===== src/tmr_ext_defines.svh =====
// Register offsets, field positions, reset values and timing counts
// for the timer external capture/reset block.
// Assumes a 32-bit APB slave decoding a 9-bit byte address window.
`ifndef TMR_EXT_DEFINES_SVH
`define TMR_EXT_DEFINES_SVH

// Pair select bit: pair a at 0x000, pair b at 0x100
`define PAIR_SEL_BIT       8
// Per-timer register offsets within a pair (first / second timer)
`define OFF_CAPTURE_T0     8'h10
`define OFF_CONTROL_T0     8'h14
`define OFF_FLAG_T0        8'h18
`define OFF_CAPTURE_T1     8'h30
`define OFF_CONTROL_T1     8'h34
`define OFF_FLAG_T1        8'h38
// Shared interrupt registers, pair a only
`define OFF_IRQ_STATUS     8'h40
`define OFF_IRQ_CLEAR      8'h44
`define OFF_IRQ_ENABLE     8'h48

// Control field positions
`define CTL_COUNT_PHASE    0
`define CTL_EDGE_LO        1
`define CTL_EDGE_HI        2
`define CTL_PIN_EN         3
`define CTL_RST_CAP_SEL    4
`define CTL_IRQ_EN         5
`define CTL_CAP_DB_EN      6
`define CTL_CNT_DB_EN      7
`define CTL_WIDTH          8
// Flag register field
`define FLAG_EVENT_BIT     0

// Reset values
`define RST_CAPTURE        24'h00_0000
`define RST_CONTROL        8'h00

// Debounce: stable time in ns, cycles at 100 MHz rounded up
`define CLK_PERIOD_NS      10
`define DEBOUNCE_NS        30
`define DEBOUNCE_CYCLES    ((`DEBOUNCE_NS + `CLK_PERIOD_NS - 1) / `CLK_PERIOD_NS)

`endif


===== src/tmr_ext_pkg.sv =====
// Types shared by the timer external capture/reset block.
// Assumes the defines header gives the field layout used here.
package tmr_ext_pkg;

  // Edge selection codes of the capture pin
  typedef enum logic [1:0] {
    EDGE_FALL = 2'h0,
    EDGE_RISE = 2'h1,
    EDGE_BOTH = 2'h2,
    EDGE_RSVD = 2'h3
  } edge_sel_t;

  // External pin control word, bit 7 down to bit 0
  typedef struct packed {
    logic      count_pin_debounce_en;
    logic      capture_pin_debounce_en;
    logic      ext_event_irq_enable;
    logic      reset_or_capture_select;
    logic      ext_pin_enable;
    edge_sel_t ext_edge_select;
    logic      count_phase;
  } ext_pin_control_t;

  // Per-timer pin side inputs
  typedef struct packed {
    logic capture_pin;
    logic count_pin;
    logic timer_tick;
    logic event_count_mode;
  } timer_pins_t;

endpackage : tmr_ext_pkg


===== src/timer_external_capture_reset.sv =====
// Capture/reset logic on the external pins of four 24-bit up-timers,
// with APB registers and a shared level interrupt.
// Assumes pins are asynchronous to pclk; timer_tick is a pclk-domain
// prescaler pulse from the base timer.
// Capture and count pins rest high when idle.
`timescale 1ns/1ps
`include "tmr_ext_defines.svh"

// How it works
// - Selected capture edge latches up-timer count
// - Capture register read-only, bits 31:24 zero
// - Bit 7 enables counting pin debounce
// - Bit 6 enables capture pin debounce
// - Bit 5 enables external event interrupt on ext_irq only
// - Code 00: falling edge sets event flag
// - Bit 4: one resets counter, zero captures
// - Bit 3 enables external pin, else ignored
// - Edge code: fall, rise, both, reserved
// - Bit 0 picks counted edge of count pin
// - Capture and control reset to zero
// - Four timers, two per base, fixed offsets
// - Event flag bit 0, write one clears
// - Event mode counts counting pin edges
module timer_external_capture_reset #(
  parameter int NUM_TIMERS = 4,
  parameter int CNT_W      = 24,
  parameter int DB_CYCLES  = `DEBOUNCE_CYCLES
) (
  // Clock and reset
  input  wire logic                          pclk,
  input  wire logic                          presetn,
  // APB slave
  input  wire logic                          psel,
  input  wire logic                          penable,
  input  wire logic                          pwrite,
  input  wire logic [8:0]                    paddr,
  input  wire logic [31:0]                   pwdata,
  output logic      [31:0]                   prdata,
  output logic                               pready,
  output logic                               pslverr,
  // Timer pins and base timer controls
  input  tmr_ext_pkg::timer_pins_t [NUM_TIMERS-1:0] pins,
  // Counter values and interrupts
  output logic      [NUM_TIMERS-1:0][CNT_W-1:0] counter_value,
  output logic      [NUM_TIMERS-1:0]         ext_irq,
  output logic                               irq
);
  import tmr_ext_pkg::*;

  localparam int NPIN = 2 * NUM_TIMERS;    // Capture pins then count pins
  localparam int DBW  = $clog2(DB_CYCLES + 1);
  // Stability count at which a debounced level is taken
  localparam logic [DBW-1:0] DB_LAST = DBW'(DB_CYCLES - 1);
  // Level the pins rest at, also the reset value of every pin stage
  localparam logic PIN_IDLE = 1'b1;
  // Word slot of each timer register inside its group of four words
  localparam logic [1:0] SLOT_CAP  = 2'(`OFF_CAPTURE_T0 >> 2);
  localparam logic [1:0] SLOT_CTL  = 2'(`OFF_CONTROL_T0 >> 2);
  localparam logic [1:0] SLOT_FLAG = 2'(`OFF_FLAG_T0 >> 2);

  // Register state, all but the up-counters visible to software
  ext_pin_control_t              ctrl_q   [NUM_TIMERS];  // Control words
  logic [CNT_W-1:0]              cap_q    [NUM_TIMERS];  // Captured counts
  logic [CNT_W-1:0]              cnt_q    [NUM_TIMERS];  // Up-counters
  logic [NUM_TIMERS-1:0]         flag_q;                 // Event flags
  logic [NUM_TIMERS-1:0]         status_q;               // Sticky status
  logic [NUM_TIMERS-1:0]         irq_en_q;               // Status enables
  logic [31:0]                   prdata_q;               // Read data

  // Pin conditioning: three-stage sync, agree filter, debounce
  logic [NPIN-1:0]               pin_raw;     // Raw pin levels
  logic [NPIN-1:0]               db_en;       // Debounce enable per pin
  logic [NPIN-1:0]               s1_q;        // First sync stage
  logic [NPIN-1:0]               s2_q;        // Second sync stage
  logic [NPIN-1:0]               s3_q;        // Third sync stage
  logic [NPIN-1:0]               lvl_q;       // Conditioned level
  logic [NPIN-1:0]               lvl_prev_q;  // Level one clock earlier
  logic [DBW-1:0]                db_cnt_q [NPIN]; // Stability counters
  logic [NPIN-1:0]               rise;        // Rising edge of level
  logic [NPIN-1:0]               fall;        // Falling edge of level

  // Map pins and debounce enables
  // Capture pins take the low indices, count pins those above
  generate
    for (genvar i = 0; i < NUM_TIMERS; i++) begin : g_map
      assign pin_raw[i]            = pins[i].capture_pin;
      assign pin_raw[NUM_TIMERS+i] = pins[i].count_pin;
      assign db_en[i]              = ctrl_q[i].capture_pin_debounce_en;
      assign db_en[NUM_TIMERS+i]   = ctrl_q[i].count_pin_debounce_en;
    end
  endgenerate

  // Synchroniser chain; first stage feeds only the second.
  // Stages reset to the idle level, so settling after reset
  // is not mistaken for an edge.
  always_ff @(posedge pclk or negedge presetn) begin
    if (!presetn) begin
      s1_q <= {NPIN{PIN_IDLE}};
      s2_q <= {NPIN{PIN_IDLE}};
      s3_q <= {NPIN{PIN_IDLE}};
    end else begin
      s1_q <= pin_raw;
      s2_q <= s1_q;
      s3_q <= s2_q;
    end
  end

  // Per-pin level filter
  // A change is believed only once stages two and three agree
  generate
    for (genvar p = 0; p < NPIN; p++) begin : g_pin
      logic agree;      // Second and third stages match
      logic differs;    // Synced level differs from conditioned level
      logic stable;     // Difference held long enough
      assign agree   = (s2_q[p] == s3_q[p]);
      assign differs = agree && (s3_q[p] != lvl_q[p]);
      assign stable  = (db_cnt_q[p] >= DB_LAST);

      // Counts clocks a new level has held; restarts on bounce.
      // Stops at the stable count so it can never wrap.
      always_ff @(posedge pclk or negedge presetn) begin
        if (!presetn) begin
          db_cnt_q[p] <= '0;
        end else if (!differs || !db_en[p]) begin
          db_cnt_q[p] <= '0;
        end else if (!stable) begin
          db_cnt_q[p] <= db_cnt_q[p] + DBW'(1);
        end
      end

      // Level follows when stages agree, and if debounced, when stable.
      // Without debounce a change passes as soon as the stages agree.
      always_ff @(posedge pclk or negedge presetn) begin
        if (!presetn) begin
          lvl_q[p]      <= PIN_IDLE;
          lvl_prev_q[p] <= PIN_IDLE;
        end else begin
          lvl_prev_q[p] <= lvl_q[p];
          if (differs && (!db_en[p] || stable)) begin
            lvl_q[p] <= s3_q[p];
          end
        end
      end

      // One-clock pulses on each change of the conditioned level
      assign rise[p] = lvl_q[p] & ~lvl_prev_q[p];
      assign fall[p] = ~lvl_q[p] & lvl_prev_q[p];
    end
  endgenerate

  // APB decode
  logic                          setup_ph;    // Setup cycle
  logic                          wr_acc;      // Write taken this edge
  logic [7:0]                    off;         // Offset inside a pair
  logic                          pair_b;      // Second base selected
  logic                          in_timer;    // Offset in timer block
  logic                          sub_t1;      // Second timer of a pair
  logic [1:0]                    tsel;        // Timer index
  logic [1:0]                    slot;        // Word slot inside a timer group
  logic                          hit_cap;     // Capture register
  logic                          hit_ctl;     // Control register
  logic                          hit_flag;    // Flag register
  logic                          hit_stat;    // Interrupt status
  logic                          hit_clr;     // Interrupt clear
  logic                          hit_ien;     // Interrupt enable
  logic                          mapped;      // Any register hit

  // Bus phases; state changes only at the access edge of a write
  assign setup_ph = psel & ~penable;
  assign wr_acc   = psel & penable & pwrite;
  assign off      = paddr[7:0];
  assign pair_b   = paddr[`PAIR_SEL_BIT];
  // Timer registers sit at 0x10..0x18 and 0x30..0x38 of each pair
  assign in_timer = (off[7:6] == 2'h0) & off[4] & (off[1:0] == 2'h0);
  assign sub_t1   = off[5];
  // Timer index is the pair bit over the within-pair bit
  assign tsel     = {pair_b, sub_t1};
  assign slot     = off[3:2];
  assign hit_cap  = in_timer & (slot == SLOT_CAP);
  assign hit_ctl  = in_timer & (slot == SLOT_CTL);
  assign hit_flag = in_timer & (slot == SLOT_FLAG);
  // Interrupt registers exist in pair a only
  assign hit_stat = ~pair_b & (off == `OFF_IRQ_STATUS);
  assign hit_clr  = ~pair_b & (off == `OFF_IRQ_CLEAR);
  assign hit_ien  = ~pair_b & (off == `OFF_IRQ_ENABLE);
  // Anything else is refused through pslverr
  assign mapped   = hit_cap | hit_ctl | hit_flag | hit_stat | hit_clr | hit_ien;

  // Zero wait states; unmapped addresses answer with an error
  assign pready  = 1'b1;
  assign pslverr = psel & penable & ~mapped;
  assign prdata  = prdata_q;

  // Read words of each register, reserved bits zero
  logic [31:0]                   rd_cap;      // Capture word
  logic [31:0]                   rd_ctl;      // Control word
  logic [31:0]                   rd_flag;     // Flag word
  logic [31:0]                   rd_stat;     // Status word
  logic [31:0]                   rd_ien;      // Enable word
  logic [31:0]                   rd_mux;      // Selected word
  assign rd_cap  = {8'h00, cap_q[tsel]};
  assign rd_ctl  = {24'h00_0000, ctrl_q[tsel]};
  assign rd_flag = {31'h0, flag_q[tsel]};
  assign rd_stat = {{(32-NUM_TIMERS){1'b0}}, status_q};
  assign rd_ien  = {{(32-NUM_TIMERS){1'b0}}, irq_en_q};
  // Read mux; the write-only clear register reads zero
  assign rd_mux = hit_cap  ? rd_cap  :
                  hit_ctl  ? rd_ctl  :
                  hit_flag ? rd_flag :
                  hit_stat ? rd_stat :
                  hit_ien  ? rd_ien  :
                  32'h0000_0000;

  // Read data is latched in the setup cycle, stable through access
  // Reads have no side effect, so taking the word early is harmless
  always_ff @(posedge pclk or negedge presetn) begin
    if (!presetn) begin
      prdata_q <= 32'h0000_0000;
    end else if (setup_ph && !pwrite) begin
      prdata_q <= rd_mux;
    end
  end

  // Per-timer event logic
  logic [NUM_TIMERS-1:0]         ext_edge;    // Qualifying capture edge
  logic [NUM_TIMERS-1:0]         ext_reset;   // Counter reset request
  logic [NUM_TIMERS-1:0]         ext_cap;     // Capture request
  logic [NUM_TIMERS-1:0]         cnt_step;    // Counter increment
  logic [NUM_TIMERS-1:0]         wr_ctl;      // Control write strobe
  logic [NUM_TIMERS-1:0]         flag_clr;    // Flag write-one-clear

  generate
    for (genvar i = 0; i < NUM_TIMERS; i++) begin : g_tmr
      logic edge_hit;   // Edge matches selection
      logic cnt_edge;   // Counted edge of the counting pin
      logic sel_me;     // Bus targets this timer

      // Edge selection; reserved code detects nothing
      always_comb begin
        case (ctrl_q[i].ext_edge_select)
          EDGE_FALL: edge_hit = fall[i];
          EDGE_RISE: edge_hit = rise[i];
          EDGE_BOTH: edge_hit = rise[i] | fall[i];
          default:   edge_hit = 1'b0;
        endcase
      end

      // Pin enable gates capture, reset and flag alike
      assign ext_edge[i]  = ctrl_q[i].ext_pin_enable & edge_hit;
      assign ext_reset[i] = ext_edge[i] & ctrl_q[i].reset_or_capture_select;
      assign ext_cap[i]   = ext_edge[i] & ~ctrl_q[i].reset_or_capture_select;

      // Phase picks rising or falling count pin edge
      // Base ticks count unless event mode selects the count pin
      assign cnt_edge    = ctrl_q[i].count_phase ? rise[NUM_TIMERS+i]
                                                 : fall[NUM_TIMERS+i];
      assign cnt_step[i] = pins[i].event_count_mode ? cnt_edge
                                                    : pins[i].timer_tick;

      // Bus strobes aimed at this timer
      assign sel_me      = (tsel == 2'(i));
      assign wr_ctl[i]   = wr_acc & hit_ctl & sel_me;
      assign flag_clr[i] = wr_acc & hit_flag & sel_me & pwdata[`FLAG_EVENT_BIT];

      // Control register, low eight bits writable
      // Upper bits are reserved and read back as zero
      always_ff @(posedge pclk or negedge presetn) begin
        if (!presetn) begin
          ctrl_q[i] <= `RST_CONTROL;
        end else if (wr_ctl[i]) begin
          ctrl_q[i] <= pwdata[`CTL_WIDTH-1:0];
        end
      end

      // Up-counter; external reset wins over increment
      // A reset edge and a tick in one clock leave zero
      always_ff @(posedge pclk or negedge presetn) begin
        if (!presetn) begin
          cnt_q[i] <= '0;
        end else if (ext_reset[i]) begin
          cnt_q[i] <= '0;
        end else if (cnt_step[i]) begin
          cnt_q[i] <= cnt_q[i] + CNT_W'(1);
        end
      end

      // Capture register, loaded only in capture mode
      // Reset mode leaves it alone, keeping the last capture
      always_ff @(posedge pclk or negedge presetn) begin
        if (!presetn) begin
          cap_q[i] <= `RST_CAPTURE;
        end else if (ext_cap[i]) begin
          cap_q[i] <= cnt_q[i];
        end
      end

      // Event flag: a new edge wins over a clear
      // so an edge during the clearing write is not lost
      always_ff @(posedge pclk or negedge presetn) begin
        if (!presetn) begin
          flag_q[i] <= 1'b0;
        end else begin
          flag_q[i] <= (flag_q[i] & ~flag_clr[i]) | ext_edge[i];
        end
      end

      // Per-timer request to the interrupt controller
      // Follows the sticky flag until software clears it
      assign ext_irq[i]       = flag_q[i] & ctrl_q[i].ext_event_irq_enable;
      assign counter_value[i] = cnt_q[i];
    end
  endgenerate

  // Shared interrupt status, clear and enable
  logic [NUM_TIMERS-1:0]         stat_clr;    // Write-one-clear mask

  // Only a write to the clear register yields a mask
  assign stat_clr = (wr_acc & hit_clr) ? pwdata[NUM_TIMERS-1:0] : '0;

  // Sticky status; setting edge beats clear
  // Same set-over-clear priority as the per-timer flags
  always_ff @(posedge pclk or negedge presetn) begin
    if (!presetn) begin
      status_q <= '0;
    end else begin
      status_q <= (status_q & ~stat_clr) | ext_edge;
    end
  end

  // Status enable register
  // Masks only the shared request, never the status bits
  always_ff @(posedge pclk or negedge presetn) begin
    if (!presetn) begin
      irq_en_q <= '0;
    end else if (wr_acc && hit_ien) begin
      irq_en_q <= pwdata[NUM_TIMERS-1:0];
    end
  end

  // Level interrupt while any enabled status bit is set
  // A bit set while disabled raises the request once enabled
  assign irq = |(status_q & irq_en_q);

endmodule : timer_external_capture_reset


===== config.mk =====
export PLATFORM = sky130hd
export DESIGN_NAME = timer_external_capture_reset
export DESIGN_NICKNAME = d
export VERILOG_FILES = /design/src/tmr_ext_pkg.sv /design/src/timer_external_capture_reset.sv
export VERILOG_INCLUDE_DIRS = /design/src
export SDC_FILE = /design/constraint.sdc
export NUM_CORES = 1
export LEC_CHECK = 0
export BUFFER_PORTS_ARGS = -buffer_cell sky130_fd_sc_hd__buf_2
export CAP_MARGIN = 20
export CORE_MARGIN = 5
export CORE_UTILIZATION = 52
export DETAILED_ROUTE_END_ITERATION = 12
export PLACE_DENSITY_LB_ADDON = 0.2
export SYNTH_ARGS = -nofsm -noshare
export SYNTH_HDL_FRONTEND = slang
export SYNTH_SLANG_ARGS = --single-unit

===== constraint.sdc =====
create_clock -name pclk -period 2.5 [get_ports pclk]
set_input_delay 0.75 -clock pclk [delete_from_list [all_inputs] [get_ports pclk]]
set_output_delay 0.75 -clock pclk [all_outputs]
set_load 0.05 [all_outputs]

Yosys cells after proc, flatten, opt, wreduce, memory -nomap -nowiden
Cells that the tools add are included.
{"block": "totals", "reg_bits": 324, "input_bits": 62, "word_cells": 354}
{"block": "op_classes", "n_addsub": 12, "n_lt_le_gt_ge": 10, "n_eq_ne": 40, "mux": 50, "n_bitwise": 108, "reduce_logical": 64}
{"op": "24-bit 2-to-1 mux", "n": 11}
{"op": "24-bit by 1-bit adder with 24-bit output, second input constant", "n": 4}
{"op": "1-bit bitwise AND", "n": 63}
{"op": "24-bit binary-select mux with 2-bit select", "n": 1}
{"op": "2-bit 2-to-1 mux", "n": 16}
{"op": "1-bit NOT", "n": 27}
{"op": "8-bit by 7-bit == test with 1-bit output, second input constant", "n": 3}
{"op": "8-bit 2-to-1 mux", "n": 3}
{"op": "1-bit logical AND", "n": 18}
{"op": "1-bit logical NOT", "n": 17}
{"op": "2-bit by 1-bit adder with 2-bit output, second input constant", "n": 8}
{"op": "8-bit binary-select mux with 2-bit select", "n": 1}
{"op": "2-bit greater-or-equal comparator, second input constant", "n": 8}
{"op": "2-bit logical NOT", "n": 8}
{"op": "1-bit logical OR", "n": 16}
{"op": "4-bit 2-to-1 mux", "n": 4}
{"op": "2-bit by 1-bit != test with 1-bit output, second input constant", "n": 8}
{"op": "2-bit == test, second input constant", "n": 7}
{"op": "1-bit OR", "n": 13}
{"op": "2-bit by 1-bit == test with 1-bit output, second input constant", "n": 6}
{"op": "1-bit case mux with 3 select lines", "n": 4}
{"op": "1-bit 2-to-1 mux", "n": 9}
{"op": "4-bit bitwise AND", "n": 2}
{"op": "1-bit == test", "n": 8}
{"op": "other kinds (9)", "n": 19}

Depth between registers and ports, before layout
Gate-level depths: netlist of run 1.
{"block": "logic_depth", "depth_word": 11, "mapped_depth": 9, "ltp_nobuf": 7}

Least setup slack after synthesis of run 1
OpenSTA, ideal clock, no wires.
{"block": "synth_timing", "path_type": "input to output", "from": "input port paddr[5]", "to": "output port pslverr", "arrival_ns": 1.816, "t_required_ns": 1.750, "setup_slack_ns": -0.066, "cell_stages": 5, "n_path_buf": 1, "cell_sequence": "buf_2 > nor2_1 > nand3b_1 > a221o_1 > and3_1"}
{"block": "synth_via", "elab_chain_cells": 7, "elab_cells_between_ends": 11, "cone_classes": "eq/ne: 3; bitwise: 8"}
{"element": "start, declared", "line": "timer_external_capture_reset.sv:36", "rtl": "input wire logic [8:0] paddr,"}
{"element": "8-bit by 7-bit == test with 1-bit output (no source line)"}
{"element": "1-bit bitwise AND", "line": "timer_external_capture_reset.sv:183", "rtl": "assign hit_stat = ~pair_b & (off == `OFF_IRQ_STATUS);"}
{"element": "1-bit OR (2 in a row)", "line": "timer_external_capture_reset.sv:187", "rtl": "assign mapped = hit_cap | hit_ctl | hit_flag | hit_stat | hit_clr | hit_ien;"}
{"element": "1-bit OR (*)", "line": "timer_external_capture_reset.sv:187"}
{"element": "1-bit NOT (*)", "line": "timer_external_capture_reset.sv:191", "rtl": "assign pslverr = psel & penable & ~mapped;"}
{"element": "1-bit bitwise AND (*)", "line": "timer_external_capture_reset.sv:191"}
{"element": "end, declared", "line": "timer_external_capture_reset.sv:40", "rtl": "output logic pslverr,"}
Mark *: on every way between the ends. The rest lies on a longest branch, timed or not.

Worst setup path in the final report of run 1
{"block": "layout_timing", "from": "input port paddr[0]", "to": "output port pslverr"}
{"block": "layout_via", "elab_chain_cells": 10, "elab_cells_between_ends": 18, "cone_classes": "eq/ne: 3; bitwise: 14; reduce/logical: 1"}
{"element": "2-bit logical NOT", "line": "timer_external_capture_reset.sv:174", "rtl": "assign in_timer = (off[7:6] == 2'h0) & off[4] & (off[1:0] == 2'h0);"}
{"element": "1-bit bitwise AND", "line": "timer_external_capture_reset.sv:174"}
{"element": "1-bit bitwise AND, on equally long branches", "line": "timer_external_capture_reset.sv:179, timer_external_capture_reset.sv:180"}
{"element": "1-bit OR (4 in a row)", "line": "timer_external_capture_reset.sv:187"}
{"element": "1-bit OR (*)", "line": "timer_external_capture_reset.sv:187"}
{"element": "1-bit NOT (*)", "line": "timer_external_capture_reset.sv:191"}
{"element": "1-bit bitwise AND (*)", "line": "timer_external_capture_reset.sv:191"}
Marked as above.

==> PnR_summary.wiki, run 1 <==
{| class="wikitable"
! Metric !! Value
|-
| Violated checks || setup timing
|-
| Die height || about 180 microns
|-
| Launching point of the worst reg2reg path || lvl_prev_q[6]$_DFF_PN1_
|-
| Maximum achievable frequency || just under 400 MHz
|-
| # DRC || 0
|-
| Register-to-register setup slack || about 160 ps
|-
| Vias || 10,400
|-
| WL per Instance || 19.3 microns
|-
| Wire length of the first global-routing pass || 58,300 microns
|-
| Area contributors post-synth || sky130_fd_sc_hd__dfrtp_1 (47%), sky130_fd_sc_hd__mux2_2 (10%), sky130_fd_sc_hd__dfstp_2 (7.2%)
|-
| Crit path kind || in2out
|-
| CP Depth || 5
|-
| Placeable Area || 27,800 sq um
|-
| Flip-flop and latch count after synthesis || 316
|-
| Share of flip-flops with an asynchronous set or reset || between 90% and 100%
|-
| Data required time at the worst endpoint || 1750 ps
|-
| Die area || around 32,000 sq um
|-
| Drt initial violations || 700
|-
| Insertion delay to the later sink of the worst-skew pair || 500 ps
|-
| Port Buffer Count || 163
|-
| Initial Utilization || 52.7%
|-
| Count of hold buffers inserted by post-cts repair || 0
|-
| EDFF count, synth || 0
|-
| Vias in the first global route || 10,500
|-
| Number of setup violations in the final report || 1
|-
| Leakage power of the design || roughly 8.3 nW
|-
| Number of placement rows || 61
|-
| Setup repair after global routing missed its margin || true
|-
| Post-synthesis area per instance || about 12 sq um
|-
| Run status || finished, violations left
|-
| Clock root buffer || sky130_fd_sc_hd__clkbuf_16
|-
| Min cycle time layout || 2590 ps
|-
| Post-synth top area share || 47.2%
|-
| Power after layout || 12.7 mW
|-
| Number of placed cells counting well taps || 1,806
|-
| Sequential cell area fraction in the yosys report || approximately 54%
|-
| Post-synthesis instance area || 14,600 sq um
|-
| Cell class contributing the biggest share of worst-path delay || simple AND/OR/NAND/NOR gates
|-
| Mean number of vias per cell || 5.59
|-
| Number of levels the H-tree was split into || 2
|-
| Worst clock skew on the final layout || 10.9 ps
|-
| Final nets || 1,549
|-
| Overall overflow remaining after global route || 0
|-
| Post-synthesis to final-layout area growth || 18.6%
|-
| Critical-path maximum fanout || 2
|-
| Launch point of the critical path || paddr[0]
|-
| End point of the critical path || pslverr
|-
| Yosys cell types || 55
|-
| Worst hold-check path type || in2async
|-
| Die Span X || 178 microns
|-
| Ratio of cells with drive above 1 in the final layout || between 30% and 40%
|-
| Pin count of the biggest net entering global routing || 82
|-
| Crit path setup slack, layout || -90.5 ps
|-
| Delay of the slowest cell on the worst path || 390 ps
|-
| Layout fillers || 2,325
|-
| Number of cells traversed by the worst register-to-register path || 6
|-
| R2R Path End || counter_value[69]$_DFFE_PN0P_
|-
| Cell accounting for the most synthesized area || sky130_fd_sc_hd__dfrtp_1
|-
| Pwr dens || 733 nW/um^2
|-
| Hpwl dp || 26,200 microns
|-
| Clock Sinks || 316
|-
| Startpoint class of the critical path || input port
|-
| Highest ir drop seen on vdd || 0.000466 V
|-
| Aggregate routed wire length || 36,200 microns
|-
| Final sum of negative setup slack || -90.5 ps
|-
| CP Buf/Inv Count || 2
|-
| Share of the cycle needed by the critical path after routing || 104%
|-
| Tightest slew margin relative to the limit || 60.1%
|-
| Cts bufs inserted || 35
|-
| Cell count after synthesis || 1,260
|-
| Global Route Usage Sum || 23.5%
|-
| Slew at the pin closest to its max-slew limit || about 600 ps
|-
| Boundary Pins || 197
|-
| Max-capacitance violation count || 0
|-
| Number of buffers on the longest clock path || 3
|-
| Most common cell after layout, fill and taps aside || sky130_fd_sc_hd__dfrtp_1
|-
| Fraction of the core area covered by cells at the end of the flow || 62.5%
|-
| Final Non-Filler Cells || approximately 1,900
|-
| Commonest cells after routing, fill and taps aside || sky130_fd_sc_hd__dfrtp_1 (276), sky130_fd_sc_hd__buf_2 (159), sky130_fd_sc_hd__nor2_1 (148)
|-
| Clock tree from TritonCTS || built
|-
| Gp weighted congestion || around 0.86
|-
| Hold Violations, Final || 0
|-
| Iteration count of the initial detailed-routing pass || 5
|-
| Initial antenna violation count || 0
|-
| CP cell instances || buf_6, or3_4, a221o_1, and3_4, buf_8
|-
| Top FF cell, synth || sky130_fd_sc_hd__dfrtp_1
|-
| Critical Path AT || 1840 ps
|-
| Max-slew violation count || 0
|-
| Count of nets left with antenna violations after detail routing || 0
|-
| Crit end category || primary output
|-
| Clock input transition at the sequential cells of the worst setup and hold paths || 60 ps
|-
| Number of warnings reported in the yosys synthesis log || 0
|-
| Crit path max-delay cell type || sky130_fd_sc_hd__or3_4
|-
| # diodes || 0
|}
==> worst min-delay path by stage <==
stage          depth (start not counted)                 endpoint  slack, ps               from
2_1_floorplan                          0        s2_q[0]$_DFF_PN1_        350  s1_q[0]$_DFF_PN1_
3_3_place_gp                           0        s2_q[3]$_DFF_PN1_        350  s1_q[3]$_DFF_PN1_
3_5_place_dp                           0        s2_q[6]$_DFF_PN1_        350  s1_q[6]$_DFF_PN1_
4_1_cts                                1  db_cnt_q[6]$_DFFE_PN0P_        160            presetn
5_1_grt                                1  db_cnt_q[6]$_DFFE_PN0P_        160            presetn
6_report                               1  db_cnt_q[6]$_DFFE_PN0P_        150            presetn
==> registers in the layout (all words and copies together) (netlist names), 16 cells and up <==
name           cells
cap_q             96
counter_value     96
ctrl_q            32
db_cnt_q          16
prdata            24
==> per-stage QoR <==
| stage | instance area (sq um) | hold WS, ps | setup WS [ps] |
|---|---|---|---|
| 6_report | 17400 | 153 | -90.5 |
| 5_1_grt | 17400 | 162 | -116 |
| 4_1_cts | 17300 | 155 | -73.1 |
| 3_5_place_dp | 16300 | 348 | -178 |
| 3_3_place_gp | 16300 | 346 | -159 |
| 2_1_floorplan | 14700 | 345 | 38.0 |
==> metal layers <==
metal  global-route usage, %  part of all wire [%]
met1                    31.5                    41
met2                    39.6                    49
met3                    4.11                   6.3
met4                    6.90                   2.9
met5                       0                     0
==> what timing repair did <==
action | CTS | global route
setup buffers | 0 | 2
gates resized for setup | 5 | 1
setup endpoints to repair | 1 | 1
pin swaps | 2 | 1
==> report_power, final <==
part	leakage (nW)	switching, mW	internal, mW
registers	4.15	0.437	5.44
logic	3.67	1.49	0.590
clock network	0.517	1.95	2.80
==> layout make-up <==
| cell class | instances | area [sq um] | share of cell area [%] |
|---|---|---|---|
| flip-flops and latches | 316 | 7960 | 45.8 |
| inverters | 29 | 109 | 0.627 |
| clock inverters | 6 | 36.3 | 0.209 |
| well taps | 378 | 473 | 2.72 |
| multi-input cells | 865 | 6350 | 36.6 |
| repair buffers | 220 | 1410 | 8.14 |
| clock buffers | 55 | 1020 | 5.88 |
==> logic make-up after synthesis <==
family          count (synthesis)  synth area share (%)
fa+ha+maj                      20                  1.71
mux                           175                  15.6
compound gates                134                  5.47
xor+xnor                       85                  5.08
flops                         316                  54.3
other cells                     2                0.0513
buf+inv                        86                  2.56
simple gates                  442                  15.1
==> worst register-to-register path, stage by stage (launching register included) <==
cell	delay, ps
sky130_fd_sc_hd__dfstp_2	520
sky130_fd_sc_hd__or3b_1	350
sky130_fd_sc_hd__a31oi_2	200
sky130_fd_sc_hd__buf_4	240
sky130_fd_sc_hd__nand4_1	360
sky130_fd_sc_hd__or3_1	430
sky130_fd_sc_hd__a21oi_1	160
==> cells in the mapped netlist (20+ instances only) <==
cell type and n:
sky130_fd_sc_hd__nand4_1 48, sky130_fd_sc_hd__nand2b_1 39, sky130_fd_sc_hd__mux2_2 130, sky130_fd_sc_hd__nand3_1 24, sky130_fd_sc_hd__mux4_2 30, sky130_fd_sc_hd__o21ai_0 70
sky130_fd_sc_hd__nand2_1 92, sky130_fd_sc_hd__or3_1 21, sky130_fd_sc_hd__ha_1 20, sky130_fd_sc_hd__xor2_1 61, sky130_fd_sc_hd__dfstp_2 40, sky130_fd_sc_hd__a21oi_1 33
sky130_fd_sc_hd__clkbuf_1 28, sky130_fd_sc_hd__dfrtp_1 276, sky130_fd_sc_hd__nor2_1 149, sky130_fd_sc_hd__inv_1 29, sky130_fd_sc_hd__xnor2_1 24
Note: power is estimated with default switching activity, not from simulation.
==> inputs of run 2 (changes only) <==
Settings changed: CORE_UTILIZATION 52 to 54.
Clock period 2.5 ns to 3.3 ns, I/O delays scaled along.
==> PnR_summary.wiki, run 2 (synthesis gave the netlist of run 1 again) <==
{| class="wikitable"
! Metric !! Value
|-
| Placeable Area || 26,800 sq um
|-
| Die height || 175 microns
|-
| Highest ir drop seen on vdd || 0.000473 V
|-
| Aggregate routed wire length || ~36,000 microns
|-
| Worst hold-check path type || reg2reg
|-
| Final sum of negative setup slack || 0 ps
|-
| WL per Instance || 19.8 microns
|-
| Min cycle time layout || 3180 ps
|-
| Ratio of cells with drive above 1 in the final layout || 32.0%
|-
| Slew at the pin closest to its max-slew limit || approximately 670 ps
|-
| Setup repair after global routing missed its margin || false
|-
| Gp weighted congestion || 0.873
|-
| Initial Utilization || 54.6%
|-
| Count of hold buffers inserted by post-cts repair || 0
|-
| Insertion delay to the later sink of the worst-skew pair || 510 ps
|-
| Number of placed cells counting well taps || 1,750
|-
| Number of buffers on the longest clock path || 3
|-
| Share of the cycle needed by the critical path after routing || 96.3%
|-
| # DRC || 0
|-
| Total setup buffers inserted after CTS || 0
|-
| Maximum achievable frequency || 315 MHz
|-
| Startpoint class of the critical path || input port
|-
| Overall overflow remaining after global route || 0
|-
| Delay of the slowest cell on the worst path || 410 ps
|-
| Global Route Usage Sum || 23.6%
|-
| Drt initial violations || 843
|-
| Clock input transition at the sequential cells of the worst setup and hold paths || 60 ps
|-
| Most common cell after layout, fill and taps aside || sky130_fd_sc_hd__dfrtp_1
|-
| Port Buffer Count || 163
|-
| Pin count of the biggest net entering global routing || 68
|-
| Count of nets left with antenna violations after detail routing || 0
|-
| Busiest layer in global routing || met2
|-
| Crit end category || primary output
|-
| Pwr dens || roughly 580 nW/um^2
|-
| M3 GR Usage || 3.27%
|-
| Leakage power of the design || 8.27 nW
|-
| Crit path max-delay cell type || sky130_fd_sc_hd__or3_1
|-
| Run status || completed
|-
| Final Non-Filler Cells || 1,812
|-
| Vias || 10,300
|-
| Wire length of the first global-routing pass || roughly 58,000 microns
|-
| Met1 Use GR || between 30 and 40%
|-
| Die area || roughly 31,000 sq um
|-
| Crit path kind || in2out
|-
| Hpwl dp || about 26,000 microns
|-
| Vias in the first global route || 10,500
|-
| Mean number of vias per cell || 5.67
|-
| Max-slew violation count || 0
|-
| Layout fillers || ~2,100
|-
| Global routing usage on met2 || 41.0%
|-
| Iteration count of the initial detailed-routing pass || 8
|-
| Clock root buffer || sky130_fd_sc_hd__clkbuf_16
|-
| Commonest cells after routing, fill and taps aside || sky130_fd_sc_hd__dfrtp_1 (276), sky130_fd_sc_hd__buf_2 (162), sky130_fd_sc_hd__nor2_1 (148)
|-
| Max-capacitance violation count || 0
|-
| Data required time at the worst endpoint || 2310 ps
|-
| # diodes || 0
|-
| Number of levels the H-tree was split into || 2
|-
| Worst clock skew on the final layout || 19.6 ps
|-
| Hold Violations, Final || 0
|-
| Number of cells upsized or downsized after cts || 0
|-
| Post-synthesis to final-layout area growth || 17.4%
|-
| Boundary Pins || 197
|-
| Final nets || 1,527
|-
| Initial antenna violation count || 0
|-
| Clock tree from TritonCTS || built
|-
| Tightest slew margin relative to the limit || approximately 54%
|-
| Number of setup violations in the final report || 0
|-
| Power after layout || 9.96 mW
|-
| Critical Path AT || 2190 ps
|-
| CP cell instances || buf_2, or3_1, a221o_1, and3_1, buf_2
|-
| Cts bufs inserted || 34
|-
| Clock Sinks || around 320
|-
| Hold Slack || 353 ps
|-
| Critical-path maximum fanout || 3
|-
| Most frequent CP cell || sky130_fd_sc_hd__buf_2
|-
| Die Span X || 175 microns
|-
| Number of placement rows || 60
|}
-- run 2: cell types whose count changed in the layout (fill, tap and decap cells not counted), sizes merged --
cell / before / now
buf: 220 / 199
clkbuf: 55 / 50
bufinv: 0 / 3
clkinv: 4 / 7
clkinvlp: 1 / 2
inv: 30 / 29
-- run 2: final cells by class --
| type | count | area (sq um) | share of cell area [%] |
|---|---|---|---|
| sequential | 316 | 7960 | 46.3 |
| multi-input combinational | 865 | 6340 | 36.9 |
| timing repair buffer | 199 | 1170 | 6.81 |
| clock buffer | 50 | 1040 | 6.08 |
| tap | 341 | 427 | 2.48 |
| clock inverter | 12 | 139 | 0.808 |
| inverter | 29 | 109 | 0.633 |
-- run 2: per-stage QoR --
| step | util [%] | worst slack, ps | area, sq um |
|---|---|---|---|
| global route | 64.1 | 70.5 | 17200 |
| detailed placement | 59.7 | 128 | 16000 |
| finish | 64.1 | 124 | 17200 |
| floorplan | - | 254 | 14700 |
| global placement | 59.7 | 127 | 16000 |
| CTS | 64.1 | 124 | 17200 |
-- run 2: final timing paths --
path / startpoint / to / slack (ps) / depth (start not counted)
worst min register to register: s1_q[6]$_DFF_PN1_ / s2_q[6]$_DFF_PN1_ / 350 / 0
worst max register to register: lvl_q[2]$_DFFE_PN1P_ / cap_q[27]$_DFFE_PN0P_ / 710 / 8
min in group asynchronous: presetn / counter_value[72]$_DFFE_PN0P_ / 460 / 1
worst min-delay path: s1_q[6]$_DFF_PN1_ / s2_q[6]$_DFF_PN1_ / 350 / 0
max in group asynchronous: presetn / s1_q[6]$_DFF_PN1_ / 2090 / 2
worst max-delay path: paddr[1] / pslverr / 120 / 5
-- run 2: routing by layer --
layer / wire length [microns] / part of all wire, %
met2: 18000 / 50
met5: 0 / 0
met4: 1180 / 3.3
met1: 15200 / 42
met3: 1500 / 4.2
-- run 2: power breakdown --
part | switching [mW] | leakage, nW | internal, mW
sequential | 0.353 | 4.15 | 4.12
clock | 1.51 | 0.581 | 2.43
combinational | 1.11 | 3.54 | 0.434
-- run 2: critical path: cells and delay by family --
| family | cells | cell delay, ps |
|---|---|---|
| AOI/OAI and AO/OA | 1 | 300 |
| and+or+nand+nor | 2 | 590 |
| buffers and inverters | 2 | 300 |
==> inputs of run 3 (changes only) <==
==> constraint.sdc (replaced) <==
create_clock -name pclk -period 3.3 [get_ports pclk]
set_input_delay 0.66 -clock pclk [delete_from_list [all_inputs] [get_ports pclk]]
set_output_delay 0.66 -clock pclk [all_outputs]
set_load 0.05 [all_outputs]
==> PnR_summary.wiki, run 3 (synthesis gave the netlist of run 1 again) <==
{| class="wikitable"
! Metric !! Value
|-
| Run status || completed
|-
| Pwr dens || 576 nW/um^2
|-
| Min cycle time layout || 2530 ps
|-
| Boundary Pins || 197
|-
| Iteration count of the initial detailed-routing pass || 7
|-
| Clock root buffer || sky130_fd_sc_hd__clkbuf_16
|-
| Leakage power of the design || between 8 and 9 nW
|-
| Number of levels the H-tree was split into || 2
|-
| Global Route Usage Sum || 24.0%
|-
| Cts bufs inserted || 35
|-
| # DRC || 0
|-
| Drt initial violations || 763
|-
| Post-synthesis to final-layout area growth || 16.5%
|-
| Critical-path maximum fanout || 3
|-
| Final nets || around 1,500
|-
| Final sum of negative setup slack || 0 ps
|-
| Power after layout || 9.82 mW
|-
| Mean number of vias per cell || 5.76
|-
| Highest ir drop seen on vdd || 0.000479 V
|-
| Placeable Area || 26,800 sq um
|-
| Share of the cycle needed by the critical path after routing || 76.6%
|-
| Hold Violations, Final || 0
|-
| Vias || 10,400
|-
| Clock Sinks || 316
|-
| Port Buffer Count || 163
|-
| Critical Path AT || 1870 ps
|-
| Crit end category || primary output
|-
| Overall overflow remaining after global route || 0
|-
| Hpwl dp || about 26,000 microns
|-
| Initial antenna violation count || 0
|-
| Worst hold-check path type || in2async
|-
| Die height || 175 microns
|-
| Aggregate routed wire length || 36,200 microns
|-
| Clock tree from TritonCTS || built
|-
| DP Worst Slack || 628 ps
|-
| Layout fillers || approximately 2,100
|-
| Count of nets left with antenna violations after detail routing || 0
|-
| Die area || approximately 31,000 sq um
|-
| Commonest cells after routing, fill and taps aside || sky130_fd_sc_hd__dfrtp_1 (276), sky130_fd_sc_hd__buf_2 (162), sky130_fd_sc_hd__nor2_1 (148)
|-
| Max-capacitance violation count || 0
|-
| Insertion delay to the later sink of the worst-skew pair || 510 ps
|-
| Pin count of the biggest net entering global routing || 80
|-
| Initial Utilization || 54.6%
|-
| Data required time at the worst endpoint || between 2000 and 3000 ps
|-
| Wire length of the first global-routing pass || 58,700 microns
|-
| Tightest slew margin relative to the limit || between 40 and 50%
|-
| Vias in the first global route || 10,700
|-
| WL per Instance || 20.1 microns
|-
| Ratio of cells with drive above 1 in the final layout || 31.2%
|-
| Number of placement rows || 60
|-
| Number of buffers on the longest clock path || 3
|-
| Worst clock skew on the final layout || 16.4 ps
|-
| Number of setup violations in the final report || 0
|-
| Total setup buffers inserted after CTS || 0
|-
| Count of hold buffers inserted by post-cts repair || 0
|-
| Gp weighted congestion || between 0.8 and 0.9
|-
| Slew at the pin closest to its max-slew limit || just over 800 ps
|-
| Die Span X || between 150 and 200 microns
|-
| Maximum achievable frequency || ~400 MHz
|-
| Max-slew violation count || 0
|-
| Startpoint class of the critical path || input port
|-
| Crit path kind || in2out
|-
| Crit path setup slack, layout || 771 ps
|-
| Clock input transition at the sequential cells of the worst setup and hold paths || 60 ps
|-
| Number of cells traversed by the worst register-to-register path || 8
|-
| Setup repair after global routing missed its margin || false
|-
| Number of cells upsized or downsized after cts || 0
|-
| Most common cell after layout, fill and taps aside || sky130_fd_sc_hd__dfrtp_1
|}
run 3: report_power, final:
part	switching, mW	leakage [nW]	internal [mW]	total (mW)
Sequential	0.354	4.15	4.12	4.48
Combinational	1.11	3.49	0.421	1.53
Clock	1.49	0.544	2.32	3.81
run 3: stage by stage:
step	utilization (%)	hold WS (ps)	area, sq um	cells
after floorplan	-	345	14700	1267
after global placement	59.4	346	15900	1742
after detailed placement	59.4	347	15900	1742
after CTS	63.7	190	17100	1803
after global routing	63.7	212	17100	1803
final	63.7	178	17100	1804
run 3: worst max-delay path, stage by stage:
cell and delay, ps:
sky130_fd_sc_hd__buf_2 100, sky130_fd_sc_hd__or3_1 420, sky130_fd_sc_hd__a221o_1 300, sky130_fd_sc_hd__and3_1 180, sky130_fd_sc_hd__buf_2 200
run 3: worst paths after layout:
path | to | from | slack [ps]
worst min register to register | s2_q[3]$_DFF_PN1_ | s1_q[3]$_DFF_PN1_ | 360
worst max register to register | cap_q[31]$_DFFE_PN0P_ | lvl_q[2]$_DFFE_PN1P_ | 840
worst max-delay path | pslverr | paddr[1] | 770
worst min-delay path | counter_value[0]$_DFFE_PN0P_ | presetn | 180
min in group pclk | s1_q[6]$_DFF_PN1_ | pins[10] | 250
max in group asynchronous | s2_q[6]$_DFF_PN1_ | presetn | 2320
run 3: final cells by class:
cell class                 count  area, sq um  share of cell area [%]
inverter                      29          109                   0.638
timing repair buffer         191         1100                    6.44
tap                          341          427                    2.50
antenna                        1         2.50                  0.0147
multi-input combinational    865         6340                    37.2
sequential                   316         7960                    46.6
clock buffer                  55         1040                    6.12
clock inverter                 6         85.1                   0.499
run 3: per-layer routing:
layer	vias up	track usage (%)	wire (microns)	share of wire, %
met3	66	3.48	1620	4.5
li1	4767	-	-	-
met4	0	6.94	1020	2.8
met1	5248	32.2	15300	42
met5	-	0	0	0
met2	302	41.0	18300	51
